<file path="src/core/ccc_pkg.sv">
// constants and types shared by the colour controller command registers
package ccc_pkg;

	// ==========================================================
	// register addresses
	localparam logic [7:0] A_CTRL      = 8'h01;
	localparam logic [7:0] A_CFG       = 8'h03;
	localparam logic [7:0] A_BRL       = 8'h19;
	localparam logic [7:0] A_BRH       = 8'h1a;
	localparam logic [7:0] A_XL        = 8'h1b;
	localparam logic [7:0] A_XH        = 8'h1c;
	localparam logic [7:0] A_YL        = 8'h1d;
	localparam logic [7:0] A_YH        = 8'h1e;
	localparam logic [7:0] A_LL        = 8'h1f;
	localparam logic [7:0] A_LH        = 8'h20;
	localparam logic [7:0] A_STAT      = 8'h22;
	localparam logic [7:0] A_ERR       = 8'h23;
	localparam logic [7:0] A_DUTY0     = 8'h24;
	localparam logic [7:0] A_DUTY_LAST = 8'h29;
	localparam logic [7:0] A_XFER_BASE = 8'h40;

	// ==========================================================
	// bit positions
	localparam int B_SRST  = 0;
	localparam int B_UPD   = 1;
	localparam int B_UPCP  = 2;
	localparam int B_DLALL = 3;
	localparam int B_UPALL = 4;
	localparam int B_DLCAL = 5;
	localparam int B_PWM_ENABLE_BIT  = 0;
	localparam int B_POL   = 1;
	localparam int B_AUTO  = 2;
	localparam int B_INIT  = 0;
	localparam int B_RANGE = 0;
	localparam int B_NO_LOCK_FLAG = 1;
	localparam int B_EEPROM_NO_ACK_FLAG  = 5;
	localparam int B_BAD_ACQUISITION_CONSTANT_FLAG  = 7;

	// ==========================================================
	// reset values and sizes
	localparam logic [7:0]  RST_CTRL   = 8'h00;
	localparam logic [7:0]  RST_CFG    = 8'h00;
	localparam logic [11:0] RST_BRIGHT = 12'h0e79;
	localparam logic [11:0] RST_DUTY   = 12'h000;
	localparam logic [6:0]  N_CAL      = 7'h33;
	localparam logic [6:0]  N_ALL      = 7'h47;
	localparam logic [6:0]  N_CP       = 7'h08;
	localparam logic [6:0]  CP_FIRST   = 7'h3f;
	localparam logic [10:0] CHROMA_MAX = 11'h3e8;

	// ==========================================================
	// timing
	localparam int CLK_PERIOD_NS = 100;
	localparam int BOOT_TIME_NS  = 2000;
	localparam int BOOT_CYCLES   =
		(BOOT_TIME_NS + CLK_PERIOD_NS - 1) / CLK_PERIOD_NS;

	// ==========================================================
	// types
	typedef struct packed {
		logic [11:0] bright;
		logic [9:0]  x;
		logic [9:0]  y;
		logic [15:0] lum;
	} ccc_setpoint_t;

	typedef enum logic [2:0] {
		ST_BOOT  = 3'h0,
		ST_PROBE = 3'h1,
		ST_IDLE  = 3'h2,
		ST_XFER  = 3'h3,
		ST_APPLY = 3'h4
	} ccc_state_t;

endpackage : ccc_pkg

</file>
<file path="src/core/ccc_regs.sv">
// host register bank and eeprom sequencer of the colour controller
// ==========================================================
// Summary of operation
// - writing 01H to primary control runs a soft reset like power-on
// - initialising flag stays high through the reset sequence, then clears
// - reset clears all duty registers and the pwm enable bit
// - polarity bit clear gives active-high pwm, set gives active-low
// - calibration download fetches 51 bytes starting with configuration
// - brightness target held as high byte 1AH and low byte 19H
// - brightness target defaults to 0E79H, full brightness
// - chroma coordinate times 1000: upper 2 bits high, 8 bits low
// - writing 02H applies new set point, bit clears when done
// - pwm enable bit starts the pwm generator driving the leds
// - bad acquisition constant sets error bit 7 until recalibration
// - error bit 1 reads one while pwm is enabled and the set point is not reached
// - out-of-range set point sets error bit 0, previous point kept
// - upload-all writes 71 bytes to eeprom, bit clears when finished
// - eeprom no-acknowledge sets error bit 5 for host to read
// - stored auto-load bit reloads data after every reset, shows colour
// - colour-point upload saves only set point data, then clears
// - stored auto-load cleared means no auto-load at next power-up
// - wide registers: low byte in low register, rest in high register
`timescale 1ns/1ps
module ccc_regs
	import ccc_pkg::*;
(
	input  wire logic          clk,
	input  wire logic          rst_n,
	input  wire logic          reg_wr,
	input  wire logic          reg_rd,
	input  wire logic [7:0]    reg_addr,
	input  wire logic [7:0]    reg_wdata,
	output logic      [7:0]    reg_rdata,
	output logic               ee_req,
	output logic               ee_we,
	output logic      [7:0]    ee_addr,
	output logic      [7:0]    ee_wdata,
	input  wire logic          ee_done,
	input  wire logic          ee_eeprom_no_ack_flag,
	input  wire logic [7:0]    ee_rdata,
	output logic               ext_we,
	output logic      [7:0]    ext_addr,
	output logic      [7:0]    ext_wdata,
	input  wire logic [7:0]    ext_rdata,
	input  wire logic          acq_fault,
	input  wire logic          cal_restart,
	input  wire logic          loop_locked,
	input  wire logic          open_loop,
	input  wire logic [2:0]    pwm_raw,
	output logic      [2:0]    led_pwm,
	output logic               pwm_enable,
	output ccc_setpoint_t      setpoint,
	output logic      [11:0]   duty_blue,
	output logic      [11:0]   duty_green,
	output logic      [11:0]   duty_red
);

	// ==========================================================
	// storage
	ccc_state_t  state;
	logic        soft_rst;
	logic        rst_all;
	logic [7:0]  ctrl;
	logic [7:0]  cfg;
	logic [11:0] bright;
	logic [9:0]  cx;
	logic [9:0]  cy;
	logic [15:0] lum;
	logic [11:0] duty [0:2];
	logic        range_f;
	logic        eeprom_no_ack_flag_f;
	logic        bad_acquisition_constant_flag_f;
	logic [7:0]  boot_cnt;
	logic [6:0]  idx;
	logic [6:0]  last;
	logic        dir_rd;
	logic        boot_load;
	logic [2:0]  cmd_bit;
	logic        init_flag;
	logic        no_lock_flag;
	logic        xfer_on;
	logic        xfer_wr;
	logic        host_w;
	logic        w_en;
	logic [7:0]  w_addr;
	logic [7:0]  w_data;
	logic [7:0]  map_addr;
	logic        byte_ok;
	logic        xfer_end;
	logic        cmd_clear;
	logic        pt_ok;
	logic [10:0] xy_sum;

	// ==========================================================
	// helpers
	function automatic logic [7:0] idx_to_addr(input logic [6:0] i);
		logic [2:0] k;
		k = 3'(i - CP_FIRST);
		if (i == 7'h00) begin
			return A_CFG;
		end else if (i >= CP_FIRST) begin
			case (k)
				3'h0: return A_BRL;
				3'h1: return A_BRH;
				3'h2: return A_XL;
				3'h3: return A_XH;
				3'h4: return A_YL;
				3'h5: return A_YH;
				3'h6: return A_LL;
				default: return A_LH;
			endcase
		end else begin
			return 8'(A_XFER_BASE + {1'b0, i} - 8'h01);
		end
	endfunction : idx_to_addr

	// reads outside the local map come from the shared table storage
	function automatic logic [7:0] local_rd(input logic [7:0] a,
		input logic [7:0] ext);
		logic [1:0] d;
		d = 2'((a - A_DUTY0) >> 1);
		if (a >= A_DUTY0 && a <= A_DUTY_LAST) begin
			return a[0] ? {4'h0, duty[d][11:8]} : duty[d][7:0];
		end
		case (a)
			A_CTRL: return ctrl;
			A_CFG:  return cfg;
			A_BRL:  return bright[7:0];
			A_BRH:  return {4'h0, bright[11:8]};
			A_XL:   return cx[7:0];
			A_XH:   return {6'h00, cx[9:8]};
			A_YL:   return cy[7:0];
			A_YH:   return {6'h00, cy[9:8]};
			A_LL:   return lum[7:0];
			A_LH:   return lum[15:8];
			A_STAT: return {5'h00, open_loop, ~open_loop, init_flag};
			A_ERR:  return {bad_acquisition_constant_flag_f, 1'b0, eeprom_no_ack_flag_f, 3'h0, no_lock_flag, range_f};
			default: return ext;
		endcase
	endfunction : local_rd

	function automatic logic is_local(input logic [7:0] a);
		return (a >= A_DUTY0 && a <= A_DUTY_LAST) || a == A_CTRL ||
			a == A_CFG || (a >= A_BRL && a <= A_LH) ||
			a == A_STAT || a == A_ERR;
	endfunction : is_local

	// ==========================================================
	// soft reset: one cycle pulse that resets everything else
	always_ff @(posedge clk) begin
		if (!rst_n) begin
			soft_rst <= 1'b0;
		end else begin
			soft_rst <= host_w && reg_addr == A_CTRL &&
				reg_wdata[B_SRST] && !soft_rst;
		end
	end
	assign rst_all = !rst_n || soft_rst;

	// ==========================================================
	// write path shared by host and eeprom download
	assign xfer_on   = state == ST_XFER;
	assign map_addr  = idx_to_addr(idx);
	assign byte_ok   = ee_done && !ee_eeprom_no_ack_flag;
	assign xfer_end  = xfer_on && ee_done && (ee_eeprom_no_ack_flag || idx == last);
	assign xfer_wr   = byte_ok && dir_rd && (xfer_on ||
		(state == ST_PROBE && ee_rdata[B_AUTO]));
	// host writes are held off while a transfer owns the write path
	assign host_w    = reg_wr && !xfer_on;
	assign w_en      = xfer_wr || host_w;
	assign w_addr    = xfer_wr ? map_addr : reg_addr;
	assign w_data    = xfer_wr ? ee_rdata : reg_wdata;
	assign ext_we    = w_en && !is_local(w_addr);
	assign ext_addr  = xfer_on ? map_addr : reg_addr;
	assign ext_wdata = w_data;
	assign ee_we     = !dir_rd;
	assign ee_addr   = {1'b0, idx};
	// always_comb so the register reads inside the function keep it current
	always_comb begin
		ee_wdata = local_rd(map_addr, ext_rdata);
	end
	assign init_flag = state == ST_BOOT || state == ST_PROBE || boot_load;
	assign no_lock_flag     = cfg[B_PWM_ENABLE_BIT] && !loop_locked;
	assign cmd_clear = (xfer_end && !boot_load) ||
		(state == ST_APPLY && !boot_load);
	assign xy_sum    = {1'b0, cx} + {1'b0, cy};
	assign pt_ok     = cx != 10'h000 && cy != 10'h000 &&
		xy_sum <= CHROMA_MAX;

	// ==========================================================
	// data registers
	always_ff @(posedge clk) begin
		if (rst_all) begin
			cfg    <= RST_CFG;
			bright <= RST_BRIGHT;
			cx     <= 10'h000;
			cy     <= 10'h000;
			lum    <= 16'h0000;
			for (int i = 0; i < 3; i++) begin
				duty[i] <= RST_DUTY;
			end
		end else if (w_en) begin
			if (w_addr >= A_DUTY0 && w_addr <= A_DUTY_LAST) begin
				if (w_addr[0]) begin
					duty[2'((w_addr - A_DUTY0) >> 1)][11:8] <= w_data[3:0];
				end else begin
					duty[2'((w_addr - A_DUTY0) >> 1)][7:0] <= w_data;
				end
			end
			case (w_addr)
				A_CFG: cfg    <= {5'h00, w_data[2:0]};
				A_BRL: bright[7:0]  <= w_data;
				A_BRH: bright[11:8] <= w_data[3:0];
				A_XL:  cx[7:0]  <= w_data;
				A_XH:  cx[9:8]  <= w_data[1:0];
				A_YL:  cy[7:0]  <= w_data;
				A_YH:  cy[9:8]  <= w_data[1:0];
				A_LL:  lum[7:0]  <= w_data;
				A_LH:  lum[15:8] <= w_data;
				default: ;
			endcase
		end
	end
	assign duty_blue  = duty[0];
	assign duty_green = duty[1];
	assign duty_red   = duty[2];

	// ==========================================================
	// command register
	always_ff @(posedge clk) begin
		if (rst_all) begin
			ctrl <= RST_CTRL;
		end else if (host_w && reg_addr == A_CTRL && state == ST_IDLE &&
			ctrl == RST_CTRL) begin
			ctrl <= {2'h0, reg_wdata[5:1], 1'b0};
		end else if (cmd_clear) begin
			ctrl[cmd_bit] <= 1'b0;
		end
	end

	// ==========================================================
	// sequencer
	always_ff @(posedge clk) begin
		if (rst_all) begin
			state     <= ST_BOOT;
			boot_cnt  <= 8'h00;
			idx       <= 7'h00;
			last      <= 7'h00;
			dir_rd    <= 1'b1;
			boot_load <= 1'b0;
			cmd_bit   <= 3'h0;
			ee_req    <= 1'b0;
		end else begin
			case (state)
				ST_BOOT: begin
					if (boot_cnt == 8'(BOOT_CYCLES - 1)) begin
						state  <= ST_PROBE;
						idx    <= 7'h00;
						dir_rd <= 1'b1;
						ee_req <= 1'b1;
					end else begin
						boot_cnt <= boot_cnt + 8'h01;
					end
				end
				ST_PROBE: begin
					if (ee_done) begin
						if (byte_ok && ee_rdata[B_AUTO]) begin
							state     <= ST_XFER;
							idx       <= 7'h01;
							last      <= 7'(N_ALL - 7'h01);
							boot_load <= 1'b1;
						end else begin
							state  <= ST_IDLE;
							ee_req <= 1'b0;
						end
					end
				end
				ST_IDLE: begin
					// priority: downloads, then uploads, then update
					if (ctrl[B_DLALL] || ctrl[B_DLCAL]) begin
						state   <= ST_XFER;
						idx     <= 7'h00;
						last    <= ctrl[B_DLALL] ? 7'(N_ALL - 7'h01) :
							7'(N_CAL - 7'h01);
						dir_rd  <= 1'b1;
						cmd_bit <= ctrl[B_DLALL] ? 3'(B_DLALL) : 3'(B_DLCAL);
						ee_req  <= 1'b1;
					end else if (ctrl[B_UPALL] || ctrl[B_UPCP]) begin
						state   <= ST_XFER;
						idx     <= ctrl[B_UPALL] ? 7'h00 : CP_FIRST;
						last    <= 7'(N_ALL - 7'h01);
						dir_rd  <= 1'b0;
						cmd_bit <= ctrl[B_UPALL] ? 3'(B_UPALL) : 3'(B_UPCP);
						ee_req  <= 1'b1;
					end else if (ctrl[B_UPD]) begin
						state   <= ST_APPLY;
						cmd_bit <= 3'(B_UPD);
					end
				end
				ST_XFER: begin
					if (xfer_end) begin
						ee_req <= 1'b0;
						// a failed boot load shows nothing
						state  <= (boot_load && !ee_eeprom_no_ack_flag) ? ST_APPLY : ST_IDLE;
						if (ee_eeprom_no_ack_flag) begin
							boot_load <= 1'b0;
						end
					end else if (ee_done) begin
						idx <= idx + 7'h01;
					end
				end
				ST_APPLY: begin
					state     <= ST_IDLE;
					boot_load <= 1'b0;
				end
				default: state <= ST_IDLE;
			endcase
		end
	end

	// ==========================================================
	// set point and error flags
	always_ff @(posedge clk) begin
		if (rst_all) begin
			setpoint <= '0;
			range_f  <= 1'b0;
		end else if (state == ST_APPLY) begin
			if (pt_ok) begin
				setpoint <= '{bright: bright, x: cx, y: cy, lum: lum};
				range_f  <= 1'b0;
			end else begin
				range_f <= 1'b1;
			end
		end
	end

	always_ff @(posedge clk) begin
		if (rst_all) begin
			eeprom_no_ack_flag_f <= 1'b0;
		end else if (ee_done && ee_eeprom_no_ack_flag && (xfer_on || state == ST_PROBE)) begin
			eeprom_no_ack_flag_f <= 1'b1;
		end else if (state == ST_IDLE && ctrl[5:2] != 4'h0) begin
			eeprom_no_ack_flag_f <= 1'b0;
		end
	end

	always_ff @(posedge clk) begin
		if (rst_all) begin
			bad_acquisition_constant_flag_f <= 1'b0;
		end else if (acq_fault) begin
			bad_acquisition_constant_flag_f <= 1'b1;
		end else if (cal_restart) begin
			bad_acquisition_constant_flag_f <= 1'b0;
		end
	end

	// ==========================================================
	// host read data and pwm outputs
	always_ff @(posedge clk) begin
		if (rst_all) begin
			reg_rdata <= 8'h00;
		end else if (reg_rd) begin
			reg_rdata <= local_rd(reg_addr, xfer_on ? 8'h00 : ext_rdata);
		end
	end

	// registered so polarity flips never glitch the led drivers
	always_ff @(posedge clk) begin
		if (rst_all) begin
			led_pwm <= 3'h0;
		end else begin
			led_pwm <= (cfg[B_PWM_ENABLE_BIT] ? pwm_raw : 3'h0) ^
				{3{cfg[B_POL]}};
		end
	end
	assign pwm_enable = cfg[B_PWM_ENABLE_BIT];

	// ==========================================================
	// checks
	property p_soft_reset;
		@(posedge clk) disable iff (!rst_n)
		(reg_wr && !xfer_on && reg_addr == A_CTRL && reg_wdata == 8'h01)
			|-> ##2 (cfg == RST_CFG && duty[0] == RST_DUTY &&
			duty[2] == RST_DUTY && bright == RST_BRIGHT && init_flag);
	endproperty
	a_soft_reset: assert property (p_soft_reset)
		else $error("soft reset did not restore defaults");

	property p_init_hold;
		@(posedge clk) disable iff (!rst_n)
		$past(rst_all) |-> init_flag [*8];
	endproperty
	a_init_hold: assert property (p_init_hold)
		else $error("initialising flag dropped during boot");

	property p_polarity;
		@(posedge clk) disable iff (rst_all)
		(!cfg[B_PWM_ENABLE_BIT] && cfg[B_POL]) [*2] |-> led_pwm == 3'h7;
	endproperty
	a_polarity: assert property (p_polarity)
		else $error("idle active-low outputs not high");

	property p_dlcal;
		@(posedge clk) disable iff (rst_all)
		(state == ST_IDLE && ctrl[B_DLCAL] && !ctrl[B_DLALL]) |=>
			(xfer_on && idx == 7'h00 && last == 7'h32 && dir_rd &&
			map_addr == A_CFG);
	endproperty
	a_dlcal: assert property (p_dlcal)
		else $error("calibration download badly started");

	property p_brightness_high;
		@(posedge clk) disable iff (rst_all)
		(host_w && reg_addr == A_BRH) |=>
			bright[11:8] == $past(reg_wdata[3:0]);
	endproperty
	a_brightness_high: assert property (p_brightness_high)
		else $error("brightness high byte not stored");

	property p_range;
		@(posedge clk) disable iff (rst_all)
		(state == ST_APPLY && !pt_ok) |=> (range_f && $stable(setpoint));
	endproperty
	a_range: assert property (p_range)
		else $error("out of range point not held off");

	property p_upall;
		@(posedge clk) disable iff (rst_all)
		(state == ST_IDLE && ctrl[B_UPALL] && ctrl[5:3] == 3'h2) |=>
			(xfer_on && ee_we && last == 7'h46 && idx == 7'h00);
	endproperty
	a_upall: assert property (p_upall)
		else $error("upload all badly started");

	property p_eeprom_no_ack_flag;
		@(posedge clk) disable iff (rst_all)
		(xfer_on && ee_done && ee_eeprom_no_ack_flag) |=> (eeprom_no_ack_flag_f && state != ST_XFER);
	endproperty
	a_eeprom_no_ack_flag: assert property (p_eeprom_no_ack_flag)
		else $error("no-acknowledge not flagged");

	property p_noauto;
		@(posedge clk) disable iff (rst_all)
		(state == ST_PROBE && ee_done && !ee_rdata[B_AUTO]) |=>
			(state == ST_IDLE && !init_flag && !ee_req);
	endproperty
	a_noauto: assert property (p_noauto)
		else $error("auto load ran with bit clear");

	property p_hold_cmd;
		@(posedge clk) disable iff (rst_all)
		(xfer_on && !boot_load && !xfer_end) |=> ctrl[cmd_bit];
	endproperty
	a_hold_cmd: assert property (p_hold_cmd)
		else $error("command bit cleared mid transfer");

	property p_bad_acquisition_constant_flag;
		@(posedge clk) disable iff (rst_all)
		acq_fault |=> bad_acquisition_constant_flag_f;
	endproperty
	a_bad_acquisition_constant_flag: assert property (p_bad_acquisition_constant_flag)
		else $error("acquisition fault not flagged");

endmodule : ccc_regs

</file>
<file path="config.mk">
export PLATFORM = sky130hd
export DESIGN_NAME = ccc_regs
export DESIGN_NICKNAME = d
export VERILOG_FILES = /design/src/core/ccc_pkg.sv /design/src/core/ccc_regs.sv
export SDC_FILE = /design/constraint.sdc
export NUM_CORES = 1
export LEC_CHECK = 0
export ABC_CLOCK_PERIOD_IN_PS = 10700
export BUFFER_PORTS_ARGS = -buffer_cell sky130_fd_sc_hd__buf_2
export CAP_MARGIN = 20
export CORE_MARGIN = 2
export CORE_UTILIZATION = 40
export CTS_BUF_LIST = sky130_fd_sc_hd__clkbuf_2 sky130_fd_sc_hd__clkbuf_4 sky130_fd_sc_hd__clkbuf_8
export CTS_CLUSTER_SIZE = 10
export DETAILED_ROUTE_END_ITERATION = 8
export PLACE_DENSITY_LB_ADDON = 0.1
export SKIP_LAST_GASP = 1
export SLEW_MARGIN = 20
export SYNTH_ARGS = -nofsm -noshare
export SYNTH_HDL_FRONTEND = slang
export SYNTH_SLANG_ARGS = --single-unit
</file>
<file path="constraint.sdc">
create_clock -name clk -period 10.7 [get_ports clk]
set_clock_uncertainty 0.15 [all_clocks]
set_input_delay 2.14 -clock clk [delete_from_list [all_inputs] [get_ports clk]]
set_output_delay 2.14 -clock clk [all_outputs]
set_load 0.02 [all_outputs]
</file>
======== Yosys cells after proc, flatten, opt, wreduce, memory -nomap -nowiden ========
Memory sizes are Yosys's and may differ from the RTL's.
Cells that the tools add are included.
storage, ports and cells
  flip-flop bits (word level) ............. 153
  memory bits (writable) .................. 36
  input bits .............................. 45
  output and inout bits ................... 131
  logic and storage cells ................. 288
  memories kept ........................... 1
memory list
  memory  depth  width  read ports  clocked after Yosys merged registers in  write ports  line            RTL
  duty    3      12     5           0                                        3            ccc_regs.sv:69  logic [11:0] duty [0:2];
operators by class
  $add $sub $neg .......................... 9
  order comparisons ....................... 12
  equality and inequality tests ........... 58
  muxes and demuxes ....................... 88
  bitwise logic cells ..................... 5
  reduce and logical (&&, ||, !) cells .... 86
operator list
  operator                                                                           number
  8-bit case mux with 12 select lines                                                2
  8-bit by 5-bit == test with 1-bit output (second input constant)                   22
  8-bit 2-to-1 mux                                                                   12
  7-bit 2-to-1 mux                                                                   12
  8-bit by 6-bit == test with 1-bit output (second input constant)                   9
  6-bit case mux with 7 select lines                                                 1
  3-bit 2-to-1 mux                                                                   13
  1-bit 2-to-1 mux                                                                   35
  8-bit by 6-bit less-or-equal comparator with 1-bit output (second input constant)  4
  1-bit logical AND                                                                  28
  7-bit case mux with 4 select lines                                                 1
  8-bit by 1-bit == test with 1-bit output (second input constant)                   3
  8-bit by 2-bit == test with 1-bit output (second input constant)                   3
  8-bit by 6-bit >= comparator with 1-bit output (second input constant)             3
  2-bit AND reduction                                                                12
  10-bit nonzero test                                                                2
  6-bit 2-to-1 mux                                                                   3
  1-bit logical OR                                                                   15
  7-bit case mux with 2 select lines                                                 1
  3-bit by 2-bit == test with 1-bit output (second input constant)                   4
  3-bit == test (second input constant)                                              4
  12-bit 2-to-1 mux                                                                  1
  2-bit != test (second input constant)                                              6
  3-bit case mux with 4 select lines                                                 1
  39 further kinds                                                                   61

======== Depth between registers and ports, before layout ========
  depth after elaboration ................. 15
  gate-level depth with buffers ........... 12
  gate-level depth less buffers ........... 10

======== Worst setup path before layout ========
Ideal clock, no wire load.
  kind .................................... input port to output port
  start point ............................. input port ee_rdata[2]
  end point ............................... output port ext_we
  data arrival time ....................... 4.155 ns
  data required time ...................... 8.410 ns
  slack ................................... 4.255 ns
  cell stages on the path ................. 7
  path buffers ............................ 1
  cells stage by stage .................... o21ai_0 > or2_2 > clkbuf_1 > a211oi_1 > o31a_1 > a311o_1 > a311oi_1
on the way
  longest elaborated chain between the ends .. 13
  elaborated cells on any way between the ends .. 22
  classes of those cells .................. 4 x order compare; 4 x eq/ne; 1 x mux; 13 x reduce/logical
RTL lines
  what                                                                                                                         line             RTL
  from (decl)                                                                                                                  ccc_regs.sv:40   input wire logic [7:0] ee_rdata,
  1-bit logical AND (*)                                                                                                        ccc_regs.sv:167  (state == ST_PROBE && ee_rdata[B_AUTO]));
  1-bit logical OR (*)                                                                                                         ccc_regs.sv:166  assign xfer_wr = byte_ok && dir_rd && (xfer_on ||
  1-bit logical AND (*)                                                                                                        ccc_regs.sv:166
  8-bit 2-to-1 mux                                                                                                             ccc_regs.sv:171  assign w_addr = xfer_wr ? map_addr : reg_addr;
  8-bit by 6-bit >= comparator with 1-bit output or 8-bit by 6-bit less-or-equal comparator with 1-bit output (tied branches)  ccc_regs.sv:143  return (a >= A_DUTY0 && a <= A_DUTY_LAST) || a == A_CTRL ||
  1-bit logical AND                                                                                                            ccc_regs.sv:143
  1-bit logical OR (2 in a row)                                                                                                ccc_regs.sv:143
  1-bit logical OR (2 in a row)                                                                                                ccc_regs.sv:144  a == A_CFG || (a >= A_BRL && a <= A_LH) ||
  1-bit logical OR                                                                                                             ccc_regs.sv:145  a == A_STAT || a == A_ERR;
  1-bit logical NOT                                                                                                            ccc_regs.sv:173  assign ext_we = w_en && !is_local(w_addr);
  1-bit logical AND (*)                                                                                                        ccc_regs.sv:173
  to (decl)                                                                                                                    ccc_regs.sv:41   output logic ext_we,
Every way passes the cells marked *; elsewhere a longest branch is shown, timed or not.

======== Worst setup path after layout ========
  start point ............................. register idx[0]
  end point ............................... output port ee_wdata[2]
on the way
  longest elaborated chain between the ends .. 10
  elaborated cells on any way between the ends .. 37
  classes of those cells .................. 4 x add/sub; 3 x order compare; 18 x eq/ne; 8 x mux; 3 x reduce/logical; 1 x memory
RTL lines
  what                                                                            line             RTL
  from (decl)                                                                     ccc_regs.sv:74   logic [6:0] idx;
  from (signal assigned)                                                          ccc_regs.sv:290  idx <= ctrl[B_UPALL] ? 7'h00 : CP_FIRST;
  from (signal assigned)                                                          ccc_regs.sv:309  idx <= idx + 7'h01;
  branches (longest 4 deep; another with 7-bit by 7-bit adder with 8-bit output)  n/a
  8-bit 2-to-1 mux (*)                                                            ccc_regs.sv:99   if (i == 7'h00) begin
  3-bit subtractor                                                                ccc_regs.sv:121  d = 2'((a - A_DUTY0) >> 1);
  memory read 3 x 12 bit                                                          n/a
  8-bit 2-to-1 mux                                                                ccc_regs.sv:123  return a[0] ? {4'h0, duty[d][11:8]} : duty[d][7:0];
  8-bit 2-to-1 mux                                                                ccc_regs.sv:122  if (a >= A_DUTY0 && a <= A_DUTY_LAST) begin
  8-bit 2-to-1 mux (*)                                                            ccc_regs.sv:125  case (a)
  to (decl)                                                                       ccc_regs.sv:37   output logic [7:0] ee_wdata,
Every way passes the cells marked *. The select of a mux whose other input is x is not followed.

==> summary.md <==
| Metric | Value |
|---|---|
| Pin count of the biggest net entering global routing | `68` |
| Library cells used by synthesis | `83` |
| Commonest cells after routing, fill and taps aside | `buf_2, nand2_1, dfxtp_1` |
| Worst skew pair latency | `0.48 ns` |
| CP Launch Type | `flop` |
| Grt total ovfl | `0` |
| Gr usage total | `0.263` |
| Nature of the critical path endpoint | `output port` |
| Critical-path cell list | `ha_1 > a21oi_1 > o21ai_4 > mux2_4 > and2_1 > nor3_1 > a21boi_0 > a41oi_1 > buf_2` |
| Worst hold path class | `flop to flop` |
| Setup Viol. Count Final | `0` |
| Tmin final | `7.26 ns` |
| TritonCTS clock tree | `done` |
| Setup CP Type | `flop to output port` |
| Via density | `5.72` |
| Layout cells sized above 1 | `0.208` |
| Reg clk slew, reported paths | `0.12 ns` |
| EDFF count, synth | `48` |
| Number of antenna violations at the first check in global routing | `0` |
| Worst path slowest cell | `nor3_1` |
| Final cell count without fillers | `1627` |
| P_leak | `5.19 nW` |
| Vias in the first global route | `8668` |
| Multi-input gate area | `5690 um2` |
| CP peak stage delay | `1.01 ns` |
| Post-synth ARST share | `0` |
| Cell total after placement | `1595` |
| IO Count | `176` |
| Vias | `9302` |
| Final worst slack | `3.44 ns` |
| Global-route wire length before repair | `53700 um` |
| H-tree levels | `4` |
| Fillers | `2568` |
| Top_reg_cell synth | `dfxtp_1` |
| Seq/Total Area, Yosys | `0.424` |
| Cell row count | `59` |
| Peak fanout along the critical path | `25` |
| Final-report hold violation count | `0` |
| Routability cong. | `0.960` |
| Fmax | `138 MHz` |
| VDD IR max | `0.106 mV` |
| Routed WL per cell | `22.2 um` |
| Synth Instances | `1126` |
| WL final | `36100 um` |
| Worst-margin pin slew | `1.22 ns` |
| Reg area | `4420 um2` |
| Final TNS setup | `0 ns` |
| Initial Util | `0.403` |
| Pre-CTS setup slack | `3.55 ns` |
| Resized Gates After CTS | `0` |
| IO buf count | `174` |
| Period utilization | `0.679` |
| Post-CTS Setup Inserts | `0` |
| # nets final | `1342` |
| Met3 Use GR | `0.0350` |
| Yosys warnings | `0` |
| N_diodes | `0` |
| Worst EP arrival | `4.97 ns` |
| Status | `finished clean` |
| CTS Buf Count | `17` |
| Remaining routing DRC violations | `0` |
| Die width | `165 um` |
| Antenna-violating nets left | `0` |
| Core Area | `25800 um2` |
| Slew Limit Fails | `0` |
| M2 GR Usage | `0.409` |
| Most common cell after layout, fill and taps aside | `buf_2` |
| Area Growth Syn to Fin | `15.3%` |
| CTS root buf | `clkbuf_8` |
| Cell Area, Synth | `10400 um2` |
| Sink Count | `197` |
| Worst EP required | `8.41 ns` |
| Max cap viols | `0` |
| Dpl hpwl | `27000 um` |
| Slew HR | `0.181` |
| Die height | `165 um` |
| Die footprint | `27400 um2` |
| Cts hold-fix bufs | `0` |
| PwrDens | `119 nW/um2` |
| First-iteration detailed-routing DRC count | `915` |
| Fin util | `0.465` |
| Drt first pass iters | `8` |
| RSZ-0062 raised after global routing | `no` |
| GRT met1 Usage | `0.378` |
| Clk buf depth | `2` |
| GRT busiest layer | `met2` |
| Synthesis-stage register bit count | `197` |
| Post-Syn Area per Cell | `9.26 um2` |
==> synth_stat cells, types with 5 or more instances <==
| cell type | instances | area, um2 |
|---|---|---|
| edfxtp_1 | 48 | 1440 |
| o211ai_1 | 5 | 37.5 |
| ha_1 | 17 | 213 |
| nor3b_1 | 5 | 37.5 |
| a21oi_1 | 33 | 165 |
| nor3_1 | 23 | 115 |
| dfxtp_1 | 149 | 2980 |
| o31ai_1 | 6 | 45.0 |
| nand2b_1 | 8 | 50.1 |
| a22oi_1 | 14 | 105 |
| nor2_1 | 130 | 488 |
| and3_1 | 7 | 43.8 |
| a211oi_1 | 10 | 75.1 |
| nor2b_1 | 10 | 62.6 |
| nand3_1 | 26 | 130 |
| or4_1 | 5 | 37.5 |
| xnor2_1 | 9 | 78.8 |
| and2_1 | 11 | 68.8 |
| a31oi_1 | 14 | 87.6 |
| nand2_1 | 173 | 649 |
| buf_2 | 10 | 50.1 |
| mux2i_1 | 117 | 1170 |
| mux2_2 | 14 | 158 |
| or3_1 | 7 | 43.8 |
| nand4_1 | 12 | 75.1 |
| xor2_1 | 9 | 78.8 |
| a221oi_1 | 7 | 61.3 |
| clkbuf_1 | 43 | 161 |
| a32oi_1 | 6 | 52.6 |
| a222oi_1 | 8 | 80.1 |
| o21ai_0 | 34 | 170 |
| nor4_1 | 14 | 87.6 |
| o21a_1 | 5 | 37.5 |
| a32o_1 | 9 | 90.1 |
| mux4_2 | 12 | 270 |
| inv_1 | 31 | 116 |
==> stage by stage <==
| stage | instance area, um2 | hold slack, ns | total power [mW] |
|---|---|---|---|
| floorplan | 10500 | 0.275 | 0.864 |
| global placement | 11600 | 0.291 | 0.913 |
| detailed placement | 11600 | 0.294 | 0.913 |
| CTS | 12000 | 0.313 | 1.43 |
| global route | 12000 | 0.333 | 1.48 |
| finish | 12000 | 0.312 | 1.43 |
==> cell type report <==
cell class,count,area share
flip-flops and latches,197,0.368
inverters,32,0.00999
clock inverters,15,0.0170
clock buffers,17,0.0195
well taps,335,0.0349
multi-input cells,849,0.473
repair buffers,182,0.0775
==> where the power goes <==
part           leakage (nW)  internal [mW]  switching [mW]
Sequential             1.69          0.772         0.00664
Combinational          3.29         0.0355          0.0823
Clock                 0.214          0.204           0.325
==> state kept, by name, indices dropped and copies added (netlist names), 7 cells and up <==
register,cells
bright,12
setpoint,48
cy,10
idx,7
boot_cnt,8
duty,48
lum,16
reg_rdata,8
ctrl,8
cx,10
==> worst max-delay path, delay by kind of cell, from the launching register on <==
kind / cells / cell delay, ns
compound gates: 4 / 1.24
fa+ha+maj: 1 / 0.43
buf+inv: 1 / 0.24
flops: 1 / 0.86
mux: 1 / 0.35
simple gates: 2 / 1.37
==> per-layer routing <==
| layer | vias to the layer above | routed length (um) |
|---|---|---|
| li1 | 4411 | - |
| met5 | - | 0 |
| met1 | 4460 | 16500 |
| met4 | 0 | 975 |
| met3 | 53 | 2470 |
| met2 | 378 | 16100 |
==> logic make-up (layout without fill, tap and decap cells) <==
kind of cell / Yosys count / count (layout) / synth area share
buf+inv: 92 / 246 / 0.0365
flops: 197 / 197 / 0.424
simple gates: 460 / 460 / 0.209
other cells: 1 / 13 / 0.000360
compound gates: 196 / 196 / 0.137
fa+ha+maj: 18 / 18 / 0.0223
xor+xnor: 18 / 18 / 0.0151
mux: 144 / 144 / 0.155
==> final timing paths <==
path	startpoint	to	slack (ns)	depth (start not counted)
max	idx[0]$_SDFFE_PP0P_	ee_wdata[2]	3.44	9
min	setpoint[28]$_SDFFE_PP0P_	setpoint[28]$_SDFFE_PP0P_	0.31	2
max reg2reg	idx[0]$_SDFFE_PP0P_	duty[0][1]$_SDFFCE_PN0P_	6.08	9
min reg2reg	setpoint[28]$_SDFFE_PP0P_	setpoint[28]$_SDFFE_PP0P_	0.31	2
Note: power is estimated with default switching activity, not from simulation.
